File: config.mk
export PLATFORM = sky130hd
export DESIGN_NAME = rgbl_top
export DESIGN_NICKNAME = d
export VERILOG_FILES = /design/src/core/rgbl_pkg.sv /design/src/core/rgbl_i2c_slave.sv /design/src/core/rgbl_top.sv
export SDC_FILE = /design/constraint.sdc
export NUM_CORES = 1
export LEC_CHECK = 0
export BUFFER_PORTS_ARGS = -buffer_cell sky130_fd_sc_hd__buf_2
export CORE_MARGIN = 5
export CORE_UTILIZATION = 45
export CTS_CLUSTER_DIAMETER = 40
export DETAILED_ROUTE_END_ITERATION = 12
export GPL_TIMING_DRIVEN = 0
export SYNTH_ARGS = -nofsm -noshare
export SYNTH_HDL_FRONTEND = slang
export SYNTH_SLANG_ARGS = --single-unit
File: constraint.sdc
create_clock -name i_clk_sys -period 3 [get_ports i_clk_sys]
set_clock_uncertainty 0.1 [all_clocks]
set_input_delay 0.15 -clock i_clk_sys [delete_from_list [all_inputs] [get_ports i_clk_sys]]
set_output_delay 0.15 -clock i_clk_sys [all_outputs]
set_load 0.02 [all_outputs]
File: src/core/rgbl_pkg.sv
// Purpose: Shared constants for the three-channel LED dimming block
// Assumes: 50 MHz system clock
// Notes:   Serial bus offsets, field positions and timing counts
package rgbl_pkg;
   // System clock
   localparam int unsigned CLK_HZ          = 50_000_000;
   // Serial bus device address, 7 bits
   localparam logic [6:0]  DEV_ADDR        = 7'h55;
   // Sub-address register selects (low seven bits)
   localparam logic [6:0]  SUB_DUTY0       = 7'h01;
   localparam logic [6:0]  SUB_DUTY1       = 7'h02;
   localparam logic [6:0]  SUB_DUTY2       = 7'h03;
   localparam logic [6:0]  SUB_CTRL        = 7'h04;
   // Sub-address field positions
   localparam int unsigned SUB_STEP_OFF_BIT = 7;
   // Output control fields
   localparam int unsigned CTRL_EN_BIT     = 1;
   localparam int unsigned CTRL_PDN_BIT    = 0;
   // Readback first byte fields
   localparam int unsigned RD_EN_BIT       = 5;
   localparam int unsigned RD_PDN_BIT      = 4;
   // Reset values
   localparam logic [7:0]  DUTY_RST        = 8'h00;
   localparam logic [7:0]  CTRL_RST        = 8'h00;
   // PWM: 15 slots per period, about 3 kHz
   localparam logic [3:0]  PWM_SLOTS       = 4'hF;
   localparam int unsigned PWM_HZ          = 3_000;
   localparam int unsigned SLOT_CYC        = CLK_HZ / (PWM_HZ * 15);
   // Wake delay after power-down release, longest time, rounds down
   localparam int unsigned WAKE_MS         = 5;
   localparam int unsigned WAKE_CYC        = (CLK_HZ / 1000) * WAKE_MS;
endpackage

File: src/core/rgbl_i2c_slave.sv
// Purpose: Two-wire serial bus slave, byte level, for the LED block
// Assumes: Pins already synchronised by the caller
// Notes:   Emits write bytes with a first flag; fetches read bytes
`timescale 1ns/1ps
module rgbl_i2c_slave
(
   input  wire logic       i_clk_sys,
   input  wire logic       i_rstn,
   input  wire logic       i_scl,
   input  wire logic       i_sda,
   output logic            o_sda_oe,
   output logic            o_wr_stb,
   output logic            o_wr_first,
   output logic [7:0]      o_wr_data,
   output logic            o_rd_stb,
   input  wire logic [7:0] i_rd_data
);
   typedef enum logic [2:0] {ST_IDLE, ST_ADDR, ST_ACK, ST_WDATA, ST_RDATA, ST_RACK} rgbl_st_e;

   rgbl_st_e   st_reg, st_next;
   logic       scl_d_reg, sda_d_reg;
   logic [7:0] sh_reg, sh_next;
   logic [3:0] cnt_reg, cnt_next;
   logic       rd_reg, rd_next;
   logic       first_reg, first_next;
   logic       oe_reg, oe_next;
   logic       wstb_reg, wstb_next;
   logic       rstb_reg, rstb_next;
   logic       scl_rise, scl_fall, start_c, stop_c;

   // Edge and bus condition detection
   assign scl_rise = i_scl & ~scl_d_reg;
   assign scl_fall = ~i_scl & scl_d_reg;
   assign start_c  = i_scl & scl_d_reg & sda_d_reg & ~i_sda;
   assign stop_c   = i_scl & scl_d_reg & ~sda_d_reg & i_sda;

   // Byte state machine; data sampled on rise, driven after fall
   always_comb
   begin
      st_next    = st_reg;
      sh_next    = sh_reg;
      cnt_next   = cnt_reg;
      rd_next    = rd_reg;
      first_next = first_reg & ~wstb_reg; // First flag lasts through one strobe
      oe_next    = oe_reg;
      wstb_next  = 1'b0;
      rstb_next  = 1'b0;
      if (start_c)
      begin
         st_next  = ST_ADDR;
         cnt_next = 4'h0;
         oe_next  = 1'b0;
      end
      else if (stop_c)
      begin
         st_next = ST_IDLE;
         oe_next = 1'b0;
      end
      else
      begin
         case (st_reg)
            ST_IDLE: ;
            ST_ADDR, ST_WDATA:
            begin
               if (scl_rise && cnt_reg < 4'h8)
               begin
                  sh_next  = {sh_reg[6:0], i_sda};
                  cnt_next = cnt_reg + 4'h1;
               end
               else if (scl_fall && cnt_reg == 4'h8)
               begin
                  if (st_reg == ST_ADDR && sh_reg[7:1] != rgbl_pkg::DEV_ADDR)
                     st_next = ST_IDLE;
                  else
                  begin
                     oe_next = 1'b1;
                     st_next = ST_ACK;
                     if (st_reg == ST_ADDR)
                     begin
                        rd_next    = sh_reg[0];
                        first_next = 1'b1;
                     end
                     else
                     begin
                        wstb_next  = 1'b1;
                     end
                  end
               end
            end
            ST_ACK:
            begin
               if (scl_fall)
               begin
                  cnt_next = 4'h0;
                  if (rd_reg)
                  begin
                     rstb_next = 1'b1;
                     st_next   = ST_RDATA;
                     oe_next   = 1'b0;
                  end
                  else
                  begin
                     oe_next = 1'b0;
                     st_next = ST_WDATA;
                  end
               end
            end
            ST_RDATA:
            begin
               // Load one cycle after fetch strobe; drive low for zero bits
               if (cnt_reg == 4'h0 && !rstb_reg && !scl_fall)
               begin
                  sh_next  = i_rd_data;
                  cnt_next = 4'h1;
                  oe_next  = ~i_rd_data[7];
               end
               else if (scl_fall && cnt_reg == 4'h8)
               begin
                  oe_next = 1'b0;
                  st_next = ST_RACK;
               end
               else if (scl_fall && cnt_reg != 4'h0)
               begin
                  sh_next  = {sh_reg[6:0], 1'b0};
                  oe_next  = ~sh_reg[6];
                  cnt_next = cnt_reg + 4'h1;
               end
            end
            ST_RACK:
            begin
               if (scl_rise)
               begin
                  // Master NACK ends the read
                  if (i_sda)
                     st_next = ST_IDLE;
                  else
                     st_next = ST_ACK;
               end
            end
            default: st_next = ST_IDLE;
         endcase
      end
   end

   // State registers
   always_ff @(posedge i_clk_sys or negedge i_rstn)
   begin
      if (!i_rstn)
      begin
         st_reg    <= ST_IDLE;
         scl_d_reg <= 1'b1;
         sda_d_reg <= 1'b1;
         sh_reg    <= 8'h00;
         cnt_reg   <= 4'h0;
         rd_reg    <= 1'b0;
         first_reg <= 1'b0;
         oe_reg    <= 1'b0;
         wstb_reg  <= 1'b0;
         rstb_reg  <= 1'b0;
      end
      else
      begin
         st_reg    <= st_next;
         scl_d_reg <= i_scl;
         sda_d_reg <= i_sda;
         sh_reg    <= sh_next;
         cnt_reg   <= cnt_next;
         rd_reg    <= rd_next;
         first_reg <= first_next;
         oe_reg    <= oe_next;
         wstb_reg  <= wstb_next;
         rstb_reg  <= rstb_next;
      end
   end

   assign o_sda_oe   = oe_reg;
   assign o_wr_stb   = wstb_reg;
   assign o_wr_first = first_reg;
   assign o_wr_data  = sh_reg;
   assign o_rd_stb   = rstb_reg;
endmodule

File: src/core/rgbl_top.sv
// Purpose: Three-channel LED PWM dimmer with serial bus register access
// Assumes: Single 50 MHz clock; all pins are asynchronous to it
// Notes:   Pins pass two flops; power-down holds outputs off with a wake delay
`timescale 1ns/1ps

// Behaviour
// - Duty registers use low nibble N; on-time is N/15 of period.
// - Control byte: bit1 enable, bit0 active-low power-down, resets to zero.
// - Enable low forces all three outputs off.
// - Power-down bit low enters power saving; high lets outputs pulse.
// - Auto-increment writes step sub-address per byte; otherwise one byte per sub-address.
// - Read first byte: enable bit5, power-down bit4, channel 2 duty low nibble.
// - Read second byte: channel 1 duty high nibble, channel 0 low nibble.
// - Outputs resume within 5 ms of power-down release.
// - Device answers bus address 1010101; direction bit high means read.
// - Sub-address 1,2,3 select duties 0,1,2; 4 selects output control.
// - Sub-address bit 7 low enables auto-increment, high disables it.
// - Data reset pin low returns all registers to defaults.
module rgbl_top
#(
   parameter int unsigned WAKE_CYCLES = rgbl_pkg::WAKE_CYC
)
(
   input  wire logic i_clk_sys,
   input  wire logic i_rstn,
   input  wire logic i_scl,
   input  wire logic i_sda,
   output logic      o_sda,
   output logic      o_sda_oe,
   input  wire logic i_power_down_n,
   input  wire logic i_data_reset_n,
   output logic      o_led_drive_0,
   output logic      o_led_drive_1,
   output logic      o_led_drive_2,
   output logic      o_awake
);
   // Pin synchronisers
   logic [1:0] scl_s_reg, sda_s_reg, pdn_s_reg, drst_s_reg;

   always_ff @(posedge i_clk_sys or negedge i_rstn)
   begin
      if (!i_rstn)
      begin
         scl_s_reg  <= 2'b11;
         sda_s_reg  <= 2'b11;
         pdn_s_reg  <= 2'b00;
         drst_s_reg <= 2'b00;
      end
      else
      begin
         scl_s_reg  <= {scl_s_reg[0], i_scl};
         sda_s_reg  <= {sda_s_reg[0], i_sda};
         pdn_s_reg  <= {pdn_s_reg[0], i_power_down_n};
         drst_s_reg <= {drst_s_reg[0], i_data_reset_n};
      end
   end

   // Bus slave
   logic       wr_stb, wr_first, rd_stb, sda_oe;
   logic [7:0] wr_data;
   logic [7:0] rd_data;

   rgbl_i2c_slave u_slave
   (
      .i_clk_sys  (i_clk_sys),
      .i_rstn     (i_rstn),
      .i_scl      (scl_s_reg[1]),
      .i_sda      (sda_s_reg[1]),
      .o_sda_oe   (sda_oe),
      .o_wr_stb   (wr_stb),
      .o_wr_first (wr_first),
      .o_wr_data  (wr_data),
      .o_rd_stb   (rd_stb),
      .i_rd_data  (rd_data)
   );

   // Register file and sub-address pointer
   logic [7:0] duty_level_led_drive_0_reg, duty_level_led_drive_0_next;
   logic [7:0] duty_level_led_drive_1_reg, duty_level_led_drive_1_next;
   logic [7:0] duty_level_led_drive_2_reg, duty_level_led_drive_2_next;
   logic [7:0] output_control_reg, output_control_next;
   logic [6:0] sub_reg, sub_next;
   logic       addr_step_disable_reg, addr_step_disable_next;
   logic       sub_valid_reg, sub_valid_next;
   logic       rd_second_reg, rd_second_next;
   logic [7:0] rd_data_reg, rd_data_next;

   always_comb
   begin
      duty_level_led_drive_0_next   = duty_level_led_drive_0_reg;
      duty_level_led_drive_1_next   = duty_level_led_drive_1_reg;
      duty_level_led_drive_2_next   = duty_level_led_drive_2_reg;
      output_control_next    = output_control_reg;
      sub_next               = sub_reg;
      addr_step_disable_next = addr_step_disable_reg;
      sub_valid_next         = sub_valid_reg;
      rd_second_next         = rd_second_reg;
      rd_data_next           = rd_data_reg;
      if (!drst_s_reg[1])
      begin
         duty_level_led_drive_0_next = rgbl_pkg::DUTY_RST;
         duty_level_led_drive_1_next = rgbl_pkg::DUTY_RST;
         duty_level_led_drive_2_next = rgbl_pkg::DUTY_RST;
         output_control_next  = rgbl_pkg::CTRL_RST;
         sub_valid_next       = 1'b0;
      end
      else if (wr_stb)
      begin
         if (wr_first || !sub_valid_reg)
         begin
            sub_next               = wr_data[6:0];
            addr_step_disable_next = wr_data[rgbl_pkg::SUB_STEP_OFF_BIT];
            sub_valid_next         = 1'b1;
         end
         else
         begin
            case (sub_reg)
               rgbl_pkg::SUB_DUTY0: duty_level_led_drive_0_next = wr_data;
               rgbl_pkg::SUB_DUTY1: duty_level_led_drive_1_next = wr_data;
               rgbl_pkg::SUB_DUTY2: duty_level_led_drive_2_next = wr_data;
               rgbl_pkg::SUB_CTRL:  output_control_next  = wr_data;
               default: ;
            endcase
            // step, or expect a fresh sub-address next
            if (addr_step_disable_reg)
               sub_valid_next = 1'b0;
            else
               sub_next = sub_reg + 7'h01;
         end
      end
      // Sub-address must be re-sent at each new write start
      if (wr_stb && wr_first && drst_s_reg[1])
         sub_valid_next = 1'b1;
      if (rd_stb)
      begin
         rd_second_next = ~rd_second_reg;
         if (!rd_second_reg)
            rd_data_next = {2'b00,
                            output_control_reg[rgbl_pkg::CTRL_EN_BIT],
                            output_control_reg[rgbl_pkg::CTRL_PDN_BIT],
                            duty_level_led_drive_2_reg[3:0]};
         else
            rd_data_next = {duty_level_led_drive_1_reg[3:0], duty_level_led_drive_0_reg[3:0]};
      end
      if (wr_stb && wr_first)
         rd_second_next = 1'b0;
      if (sda_oe == 1'b0 && !rd_stb && wr_first && wr_stb)
         rd_second_next = 1'b0;
   end

   always_ff @(posedge i_clk_sys or negedge i_rstn)
   begin
      if (!i_rstn)
      begin
         duty_level_led_drive_0_reg   <= rgbl_pkg::DUTY_RST;
         duty_level_led_drive_1_reg   <= rgbl_pkg::DUTY_RST;
         duty_level_led_drive_2_reg   <= rgbl_pkg::DUTY_RST;
         output_control_reg    <= rgbl_pkg::CTRL_RST;
         sub_reg               <= 7'h00;
         addr_step_disable_reg <= 1'b0;
         sub_valid_reg         <= 1'b0;
         rd_second_reg         <= 1'b0;
         rd_data_reg           <= 8'h00;
      end
      else
      begin
         duty_level_led_drive_0_reg   <= duty_level_led_drive_0_next;
         duty_level_led_drive_1_reg   <= duty_level_led_drive_1_next;
         duty_level_led_drive_2_reg   <= duty_level_led_drive_2_next;
         output_control_reg    <= output_control_next;
         sub_reg               <= sub_next;
         addr_step_disable_reg <= addr_step_disable_next;
         sub_valid_reg         <= sub_valid_next;
         rd_second_reg         <= rd_second_next;
         rd_data_reg           <= rd_data_next;
      end
   end

   assign rd_data = rd_data_reg;

   // Power state: pin and register bit both must be high
   logic        run_req;
   logic [31:0] wake_cnt_reg, wake_cnt_next;
   logic        awake_reg, awake_next;

   assign run_req = pdn_s_reg[1] & output_control_reg[rgbl_pkg::CTRL_PDN_BIT];

   // power saving; wake within 5 ms
   always_comb
   begin
      wake_cnt_next = wake_cnt_reg;
      awake_next    = awake_reg;
      if (!run_req)
      begin
         wake_cnt_next = 32'h0000_0000;
         awake_next    = 1'b0;
      end
      else if (!awake_reg)
      begin
         if (wake_cnt_reg >= WAKE_CYCLES - 1)
            awake_next = 1'b1;
         else
            wake_cnt_next = wake_cnt_reg + 32'h0000_0001;
      end
   end

   always_ff @(posedge i_clk_sys or negedge i_rstn)
   begin
      if (!i_rstn)
      begin
         wake_cnt_reg <= 32'h0000_0000;
         awake_reg    <= 1'b0;
      end
      else
      begin
         wake_cnt_reg <= wake_cnt_next;
         awake_reg    <= awake_next;
      end
   end

   // shared slot counter; stopped while asleep to save power
   logic [15:0] pre_reg, pre_next;
   logic [3:0]  slot_reg, slot_next;

   always_comb
   begin
      pre_next  = pre_reg;
      slot_next = slot_reg;
      if (!awake_reg)
      begin
         pre_next  = 16'h0000;
         slot_next = 4'h0;
      end
      else if (pre_reg == 16'(rgbl_pkg::SLOT_CYC - 1))
      begin
         pre_next  = 16'h0000;
         slot_next = (slot_reg == rgbl_pkg::PWM_SLOTS - 4'h1) ? 4'h0 : slot_reg + 4'h1;
      end
      else
         pre_next = pre_reg + 16'h0001;
   end

   // compare slot to duty nibble; enable gates outputs
   logic       en;
   logic [2:0] drv_next;
   logic [2:0] drv_reg;
   assign en = awake_reg & output_control_reg[rgbl_pkg::CTRL_EN_BIT];

   always_comb
   begin
      drv_next[0] = en & (slot_reg < duty_level_led_drive_0_reg[3:0]);
      drv_next[1] = en & (slot_reg < duty_level_led_drive_1_reg[3:0]);
      drv_next[2] = en & (slot_reg < duty_level_led_drive_2_reg[3:0]);
   end

   always_ff @(posedge i_clk_sys or negedge i_rstn)
   begin
      if (!i_rstn)
      begin
         pre_reg  <= 16'h0000;
         slot_reg <= 4'h0;
         drv_reg  <= 3'b000;
      end
      else
      begin
         pre_reg  <= pre_next;
         slot_reg <= slot_next;
         drv_reg  <= drv_next;
      end
   end

   // Outputs straight from flops; serial data is open drain, drives low only
   assign o_led_drive_0 = drv_reg[0];
   assign o_led_drive_1 = drv_reg[1];
   assign o_led_drive_2 = drv_reg[2];
   assign o_awake       = awake_reg;
   assign o_sda         = 1'b0;
   assign o_sda_oe      = sda_oe;
endmodule

==> results of run 1 <==
[final cells by class]
cell class                 instances  area share
buffer                            22      0.0164
clock buffer                      28      0.0732
clock inverter                     4     0.00295
inverter                          22      0.0122
multi-input combinational        424       0.407
sequential                       118       0.436
tap                              172      0.0317
timing repair buffer              16      0.0197
[cells by family (layout without fill, tap and decap cells)]
| group | Yosys count | after routing | share of synthesized area |
|---|---|---|---|
| xor gates and xnor gates | 30 | 30 | 0.0444 |
| muxes | 26 | 26 | 0.0469 |
| DFF | 118 | 118 | 0.500 |
| other | 1 | 1 | 0.000634 |
| AOI/OAI and AO/OA | 97 | 97 | 0.110 |
| and+or+nand+nor | 250 | 250 | 0.222 |
| adders and majority gates | 20 | 20 | 0.0423 |
| buffers and inverters | 44 | 92 | 0.0328 |
[cell usage after synthesis, drive strengths merged (3+ instances only)]
| cell type | count |
|---|---|
| a211oi | 5 |
| a21boi | 7 |
| a21oi | 28 |
| a22oi | 3 |
| a31oi | 10 |
| and2 | 4 |
| and3 | 25 |
| buf | 6 |
| clkbuf | 16 |
| dfrtp | 112 |
| dfstp | 6 |
| ha | 20 |
| inv | 22 |
| mux2 | 14 |
| mux2i | 12 |
| nand2 | 42 |
| nand2b | 8 |
| nand3 | 33 |
| nand3b | 3 |
| nand4 | 5 |
| nor2 | 69 |
| nor2b | 9 |
| nor3 | 10 |
| nor3b | 7 |
| nor4 | 20 |
| nor4b | 3 |
| o21ai | 27 |
| or3 | 3 |
| xnor2 | 20 |
| xor2 | 10 |
[worst min-delay path by stage]
stage / start / end / cells past startpoint
after floorplan: i_rstn / addr_step_disable_reg / 0
after global placement: i_scl / scl_s_reg[0] / 1
after detailed placement: i_rstn / u_slave.st_reg[0] / 1
after CTS: i_rstn / u_slave.st_reg[0] / 2
after global routing: i_rstn / u_slave.st_reg[0] / 2
final: i_rstn / u_slave.st_reg[0] / 2
[worst max-delay path, stage by stage, from the launching register on]
cell	delay, ns
dfrtp_1	0.40
ha_1	0.19
nand3_1	0.29
a21bo_2	0.30
a21oi_1	0.52
clkbuf_1	0.46
nor2_1	0.16
xnor2_1	0.16
nor2_1	0.05
[per-layer routing]
layer	vias to the layer above	GRT usage	part of all wire
li1	2147	-	-
met1	2118	0.222	0.49
met2	57	0.252	0.46
met5	-	0	0
met4	0	0.0677	0.015
met3	16	0.0437	0.028
[power by group through the flow]
stage	combinational, mW	sequential [mW]	clock [mW]
finish	0.175	1.67	1.77
detailed placement	0.173	1.69	0
global route	0.205	1.67	1.90
floorplan	0.111	1.68	0
CTS	0.179	1.67	1.83
global placement	0.164	1.69	0
[stage by stage]
step	util	power (mW)
floorplan	-	1.79
global placement	0.484	1.86
detailed placement	0.487	1.87
CTS	0.531	3.68
global route	0.531	3.78
finish	0.531	3.61
==> results.md, run 1 <==
Die:
- The die covers 0.0155 mm².
- The height of the chip is 125 µm.
- The number of rows created at floorplan is 41.
- For this configuration, the core starts out at a cell density of 0.463.
- The die width is 125 µm.
- The top-level I/O count is 12.
- The core area is around 0.013 mm².

STA:
- For the final routed database, the setup TNS stands at 0 ns.
- The number of slew-limit violations in the final report came to 0.
- The final count of negative-setup-slack endpoints is 0.
- The achievable clock frequency is around 0.36 GHz.
- The transition time at the pin with the least slew margin is between 0.8 and 0.9 ns.
- The headroom to the max-slew limit is 0.448.
- Setup repair after global routing left no endpoint under its margin.
- The post-route clock period utilization is 0.920.
- The count of final hold-check violations is 0.
- The smallest hold slack is 0.136 ns.
- Setup slack closes at around 0.24 ns.
- The smallest clock period supported by the final layout is computed as 2.76 ns.

Finish:
- The library cell used most frequently in the layout, excluding fill and tap cells, is dfrtp_1.
- The final net count is about 650.
- The area occupied by multi-input gates is 0.00276 mm².
- In the final layout, flip-flops and latches occupy 0.00296 mm².
- With fillers left out, the area of the finished cells amounts to 0.00678 mm².
- The number of antenna diodes in the final layout is 0.
- The count of cells in the finished layout, fillers not included, comes to 806.
- After filler insertion, the fill cell instance count of the layout stands at 1142.
- The top cell types in the final layout, fill and taps aside, are dfrtp_1, nor2_1, nand2_1.
- From synthesis to final layout, the design area changed by 14.6%.
- In the final layout, the share of cells above drive strength 1 is 0.123.
- The number of flip-flops under the largest register name is 32.

Worst setup path:
- The setup check on the worst reg-to-reg path leaves a slack of 0.24 ns.
- The endpoint of the most critical register-to-register path is wake_cnt_reg[0].
- The number of cell instances on the worst register-to-register path is 8.
- The startpoint class of the critical path is a flop.
- The critical path startpoint is wake_cnt_reg[0].
- The setup path with the least slack is of type flop to flop.
- The worst setup path is captured at a flop.
- The startpoint identified for the worst register-to-register timing path is wake_cnt_reg[0].
- The arrival time at the worst endpoint is ~2.9 ns.
- The data required time of the critical path is 3.18 ns.
- Along the worst path, the maximum fanout reaches 10.
- The critical path capture point is wake_cnt_reg[0].

Clocking:
- The clock net in this run drives a total of 118 sinks.
- The TritonCTS buffer count is 17.
- In this run, post-CTS repair resized a total of 0 instances.
- The level count of the clock H-tree is 4.
- Once the clock tree was built, the setup fixing pass inserted 0 buffers.
- The cell chosen for the clock root is clkbuf_16.
- TritonCTS built the clock tree.
- Clock-pin slew was measured on the worst setup and hold paths at around 0.05 ns.
- The number of hold-repair buffers added at the cts stage is 5.
- The clock network latency to the later pin of the worst-skew pair is 0.41 ns.
- The buffer depth of the longest clock path is 2.

Global routing:
- The via count of the first global-routing pass is 4274.
- The global-route usage over all layers is 0.165.
- The initial antenna violation count is 0.
- After global routing the overflow that remains totals 0.
- Entering global routing, the biggest net connects between 70 and 80 pins.
- The wire length of the first global-routing pass is around 21000 µm.

Min path:
- The worst hold path belongs to the class input port to asynchronous set/reset pin.

Routing:
- The first-iteration detailed-routing DRC count is 282.
- For this block, the routed nets add up to 11800 µm of wire.
- The remaining routing DRC violations is 0.
- After detailed routing, the number of vias per cell comes to 5.38.
- After detailed routing, the average wire length per cell comes to 14.7 µm.
- The total via count after detailed routing is 4338.
- The first TritonRoute pass finished after 5 iterations.
- The antenna violation net count after detailed routing is 0.

Synthesis:
- Synthesis produced a netlist whose cell count is 586.
- Synthesis inferred 118 register bits.
- Dividing the synthesized area by the synthesized cell count gives 10.1 µm².
- In the post-synthesis netlist, the biggest area contributors are dfrtp_1, nor2_1, ha_1.
- The share of the synthesized area in the top cell type is 0.474.
- The async set or reset register ratio after synthesis is 1.00.
- The synthesized net count is roughly 610.
- The total of warnings raised by yosys is 0.
- Summed over all instances, the cell type with the most area after synthesis is dfrtp_1.
- The number of enable flip-flop cells after synthesis is 0.
- The mapped netlist covers 0.00592 mm².
- For this run, the register share of the synthesized area comes to 0.500.
- The most instantiated flip-flop cell in the synthesis netlist is dfrtp_1.
- The number of different library cells used by synthesis comes to 60.

Placement:
- The worst setup timing slack at the placement stage is about 0.30 ns.
- The detailed-placement wirelength estimate is 8180 µm.
- The placed instances occupy a cell area of 0.00622 mm².
- The cell total after placement is 769.
- The port buffer count is 10.
- The routability congestion estimate is 0.843.

Outcome:
- The run finished with clean final reports.

Power:
- IR analysis of the VDD net gives a maximum drop of 0.374 mV.
- In this run the static leakage power is between 2 and 3 nW.
- The switching power as a share of total power is 0.222.
- The power density over cell area is 533 mW/mm².
- The combinational group share of total power is 0.049.
- The clock power share is 0.490.
- The cell-internal power is 2.81 mW.
- The net switching power of the design is 0.801 mW.
- Of the total power, registers draw 0.462.

Run:
- The tool flagged a number of max-cap violations equal to 0.
Power figures use the tool's default switching activity.
==> run 2: changes to the inputs <==
--- a/config.mk
+++ b/config.mk
@@ -13,4 +13,5 @@
 export GPL_TIMING_DRIVEN = 0
 export SYNTH_ARGS = -nofsm -noshare
 export SYNTH_HDL_FRONTEND = slang
+export SYNTH_HIERARCHICAL = 1
 export SYNTH_SLANG_ARGS = --single-unit
==> run 2 against run 1 <==
  * Final area is 3.1% higher
  * Count of clock-buffer cells in the layout is 7 lower
  * Setup slack improved by 0.16 ns
  * Flip-flop and latch count unchanged
  * Cell count up 0.74%
  * Power up 21%
  * Largest cell class unchanged
  * Hold slack got worse by 0.066 ns
  * Critical path depth unchanged
  * First-iteration DRC count up 55%
==> results.md, run 2 <==
Finish:
- The number of fill cells in the layout is 1183 (+3.6%).
- The number of diodes added for antenna fixing is 0 (unchanged).
- The final net count is 650 (+0.46%).
- The layout overhead on the synthesized area is 15.8%.
- The number of flip-flops under the largest register name is 32 (unchanged).
- The most common cell after layout, fill and taps aside is dfrtp_1.
- The proportion of layout cells with a drive suffix above 1 is 0.149 (+0.0263).
- The final standard cell count with taps included and fillers excluded is 812 (+0.74%).
- In the layout the commonest cells are dfrtp_1, nor2_1, nand2_1.

Synthesis:
- The share of the yosys chip area belonging to registers is 0.490 (-0.0104).
- The total of warnings raised by yosys is 6 (+6).
- The most instantiated flip-flop cell in the synthesis netlist is dfrtp_1.
- The async set or reset register ratio after synthesis is 1.00 (unchanged).
- The area of the mapped netlist came to 0.00604 mm² (+2.1%).
- The share of the synthesized area in the top cell type is 0.464 (-0.00981).
- The synthesized net count is 615 (+0.49%).
- Yosys attributes the largest share of cell area to dfrtp_1, ha_1, nor2_1.
- The distinct cell type count of the synthesized netlist is 73 (+22%).
- The flop and latch count out of synthesis is 118 (unchanged).
- The largest area contributor in the netlist is dfrtp_1.
- The number of enable flip-flop cells after synthesis came to 0 (unchanged).
- After synthesis, the most frequently instantiated cells are dfrtp_1, nor2_1, nand2_1, a21oi_1, nand3_1.
- The post-synthesis instance total is 589 (+0.51%).
- Yosys instantiated no cell more often than dfrtp_1.
- The mean post-synth cell area was 10.3 µm² (+1.6%).

STA:
- The achievable clock frequency is 0.384 GHz (+6.1%).
- Setup repair after global routing left no endpoint under its margin.
- The count of final hold-check violations came to 0 (unchanged).
- The final-layout setup total negative slack is 0 ns (unchanged).
- The transition time at the pin with the least slew margin is 0.936 ns (+0.109 ns).
- The smallest hold slack is 0.0696 ns (-0.0663 ns).
- The clock period minus worst slack is 2.60 ns (-0.159 ns).
- The headroom to the max-slew limit is 0.371 (-0.0771).
- The number of slew-limit violations in the final report is 0 (unchanged).
- The post-route clock period utilization came to 0.867 (-0.0531).
- The final count of negative-setup-slack endpoints came to 0 (unchanged).

Power:
- The leakage power total is 3.06 nW (+4.6%).
- The switching power as a share of total power is 0.246 (+0.0248).
- The total design power was 4.38 mW (+21%).
- The proportion of power drawn by flip-flops and latches is 0.427 (-0.035).
- The power density over cell area is 626 mW/mm² (+17%).
- The combinational group share of total power is 0.109 (+0.060).
- The worst-case vdd ir drop came to 0.393 mV (+5.2%).
- The net switching power of the design is 1.08 mW (+35%).
- The cell-internal power is 3.30 mW (+17%).
- The clock power share was 0.464 (-0.026).

Worst setup path:
- The worst register-to-register path begins at u_slave/cnt_reg[0].
- The number of cell instances on the worst register-to-register path is 8 (unchanged).
- The peak per-stage delay on the critical path came to 0.49 ns (-0.03 ns).
- The count of buffer and inverter cells on the critical path is 2 (+1).
- The largest driver fanout on the critical path is 10 (unchanged).
- The kind of end point of the critical path is a flop.
- The startpoint class of the critical path is a flop.
- The endpoint of the most critical register-to-register path is u_slave/o_wr_data[5].
- The data required time of the critical path came to 3.24 ns (+0.06 ns).
- The register-to-register path setup slack came to 0.40 ns (+0.16 ns).
- Walking the worst path, the cells encountered are inv_1, ha_1, or3b_4, or4_4, a311oi_4, buf_6, nor2_1, a21oi_2.
- The slowest stage of the critical path belongs to the cell a311oi_4.
- The arrival time at the worst endpoint was 2.84 ns (-0.10 ns).
- The classification of the worst setup path is flop to flop.
- The critical path's top delay family is simple AND/OR/NAND/NOR gates.

Run:
- The number of max-cap violations is 0 (unchanged).

Die:
- The core area is 0.0132 mm² (+3.3%).
- The top-level I/O count is 12 (unchanged).
- The area of the die is 0.0158 mm² (+2.0%).
- The die width was 126 µm (+0.97%).
- The height of the chip came to 126 µm (+0.97%).
- The number of rows created at floorplan is 42 (+2.4%).
- The effective utilization at floorplan came to 0.458 (-0.00515).

Global routing:
- The leftover overflow at the end of global routing came to 0 (unchanged).
- The via count of the first global-routing pass is 4436 (+3.8%).
- The largest net degree at the start of global routing is 93 (+26%).
- The wire length of the first global-routing pass is 21500 µm (+3.0%).
- The global-route usage over all layers is 0.167 (+0.00193).
- The initial antenna violation count came to 0 (unchanged).

Routing:
- The remaining routing DRC violations is 0 (unchanged).
- The average via count per standard cell is 5.45 (+1.2%).
- The antenna violation net count after detailed routing is 0 (unchanged).
- The routed length per instance is 15.2 µm (+3.2%).
- The first-iteration detailed-routing DRC count was 437 (+55%).
- The final wirelength is 12300 µm (+4.0%).
- The total iterations of the first detailed-routing run was 5 (unchanged).
- The total via count after detailed routing came to 4422 (+1.9%).

Clocking:
- The TritonCTS buffer count is 17 (unchanged).
- The post-CTS setup buffer count is 0 (unchanged).
- The cell chosen for the clock root is clkbuf_16.
- The post-cts sizing count came to 0 (unchanged).
- The buffer depth of the longest clock path is 2 (unchanged).
- The level count of the clock H-tree is 4 (unchanged).
- The clock transition at the register clock pins on the worst setup and hold paths after CTS is 0.05 ns (about the same).
- The clock network latency to the later pin of the worst-skew pair is 0.42 ns (about the same).
- TritonCTS built the clock tree.
- The number of sinks handled by clock tree synthesis is 118 (unchanged).

Placement:
- The port buffer count is 10 (unchanged).
- The detailed-placement wirelength estimate came to 8570 µm (+4.8%).
- The cell total after placement was 776 (+0.91%).
- The routability congestion estimate came to 0.847 (+0.46%).

Min path:
- The path type of the worst min-delay path is input port to asynchronous set/reset pin.

Outcome:
- The flow ran to the end, and the final reports show no timing, DRC or antenna violations.
==> run 2: kinds of logic after synthesis <==
family / count (synthesis) / share of synthesized area
simple gates: 238 / 0.223
flops: 118 / 0.490
compound gates: 113 / 0.128
buf+inv: 49 / 0.0350
mux: 31 / 0.0543
fa+ha+maj: 20 / 0.0414
xor+xnor: 19 / 0.0275
other cells: 1 / 0.000621
==> run 2: final cells by class <==
type / instances / area, µm² / area share
multi-input combinational: 422 / 2870 / 0.410
sequential: 118 / 2960 / 0.423
clock inverter: 10 / 128 / 0.0182
tap: 176 / 220 / 0.0315
timing repair buffer: 16 / 134 / 0.0191
buffer: 22 / 110 / 0.0157
inverter: 27 / 101 / 0.0145
clock buffer: 21 / 470 / 0.0673
==> run 2: routing by layer <==
metal | wire length, µm | vias to the layer above | share of wire | track usage
met4 | 125 | 0 | 0.010 | 0.0536
met1 | 6010 | 2134 | 0.49 | 0.229
met5 | 0 | - | 0 | 0
li1 | - | 2207 | - | -
met3 | 448 | 10 | 0.036 | 0.0495
met2 | 5730 | 71 | 0.47 | 0.255
==> run 2: worst max path at each step <==
stage	cells past startpoint	to	start	slack, ns
2_1_floorplan	7	wake_cnt_reg[12]	o_awake	0.68
3_3_place_gp	1	wake_cnt_reg[9]	i_rstn	0.25
3_5_place_dp	8	u_slave/o_wr_data[5]	u_slave/cnt_reg[0]	0.43
4_1_cts	8	u_slave/o_wr_data[5]	u_slave/cnt_reg[0]	0.41
5_1_grt	5	wake_cnt_reg[8]	wake_cnt_reg[10]	0.26
6_report	8	u_slave/o_wr_data[5]	u_slave/cnt_reg[0]	0.40
==> run 2: metrics by stage <==
step                      utilization  worst slack, ns  instance area [µm²]
after floorplan                     -            0.682                 6040
after global placement          0.479            0.249                 6310
after detailed placement        0.481            0.432                 6350
after CTS                       0.530            0.407                 6990
after global routing            0.530            0.256                 6990
final                           0.530            0.398                 6990
==> run 2: power by group through the flow <==
stage	clock network [mW]	registers [mW]	logic, mW
floorplan	0	1.83	0.356
global placement	0	1.89	0.456
detailed placement	0	1.89	0.473
CTS	2.08	1.87	0.484
global route	2.16	1.89	0.544
finish	2.03	1.87	0.476
==> run 2: what timing repair did <==
action	4_1_cts	5_1_grt
endpoints found under the setup margin	0	0
hold buffers	5	0
hold endpoints to repair	120	0
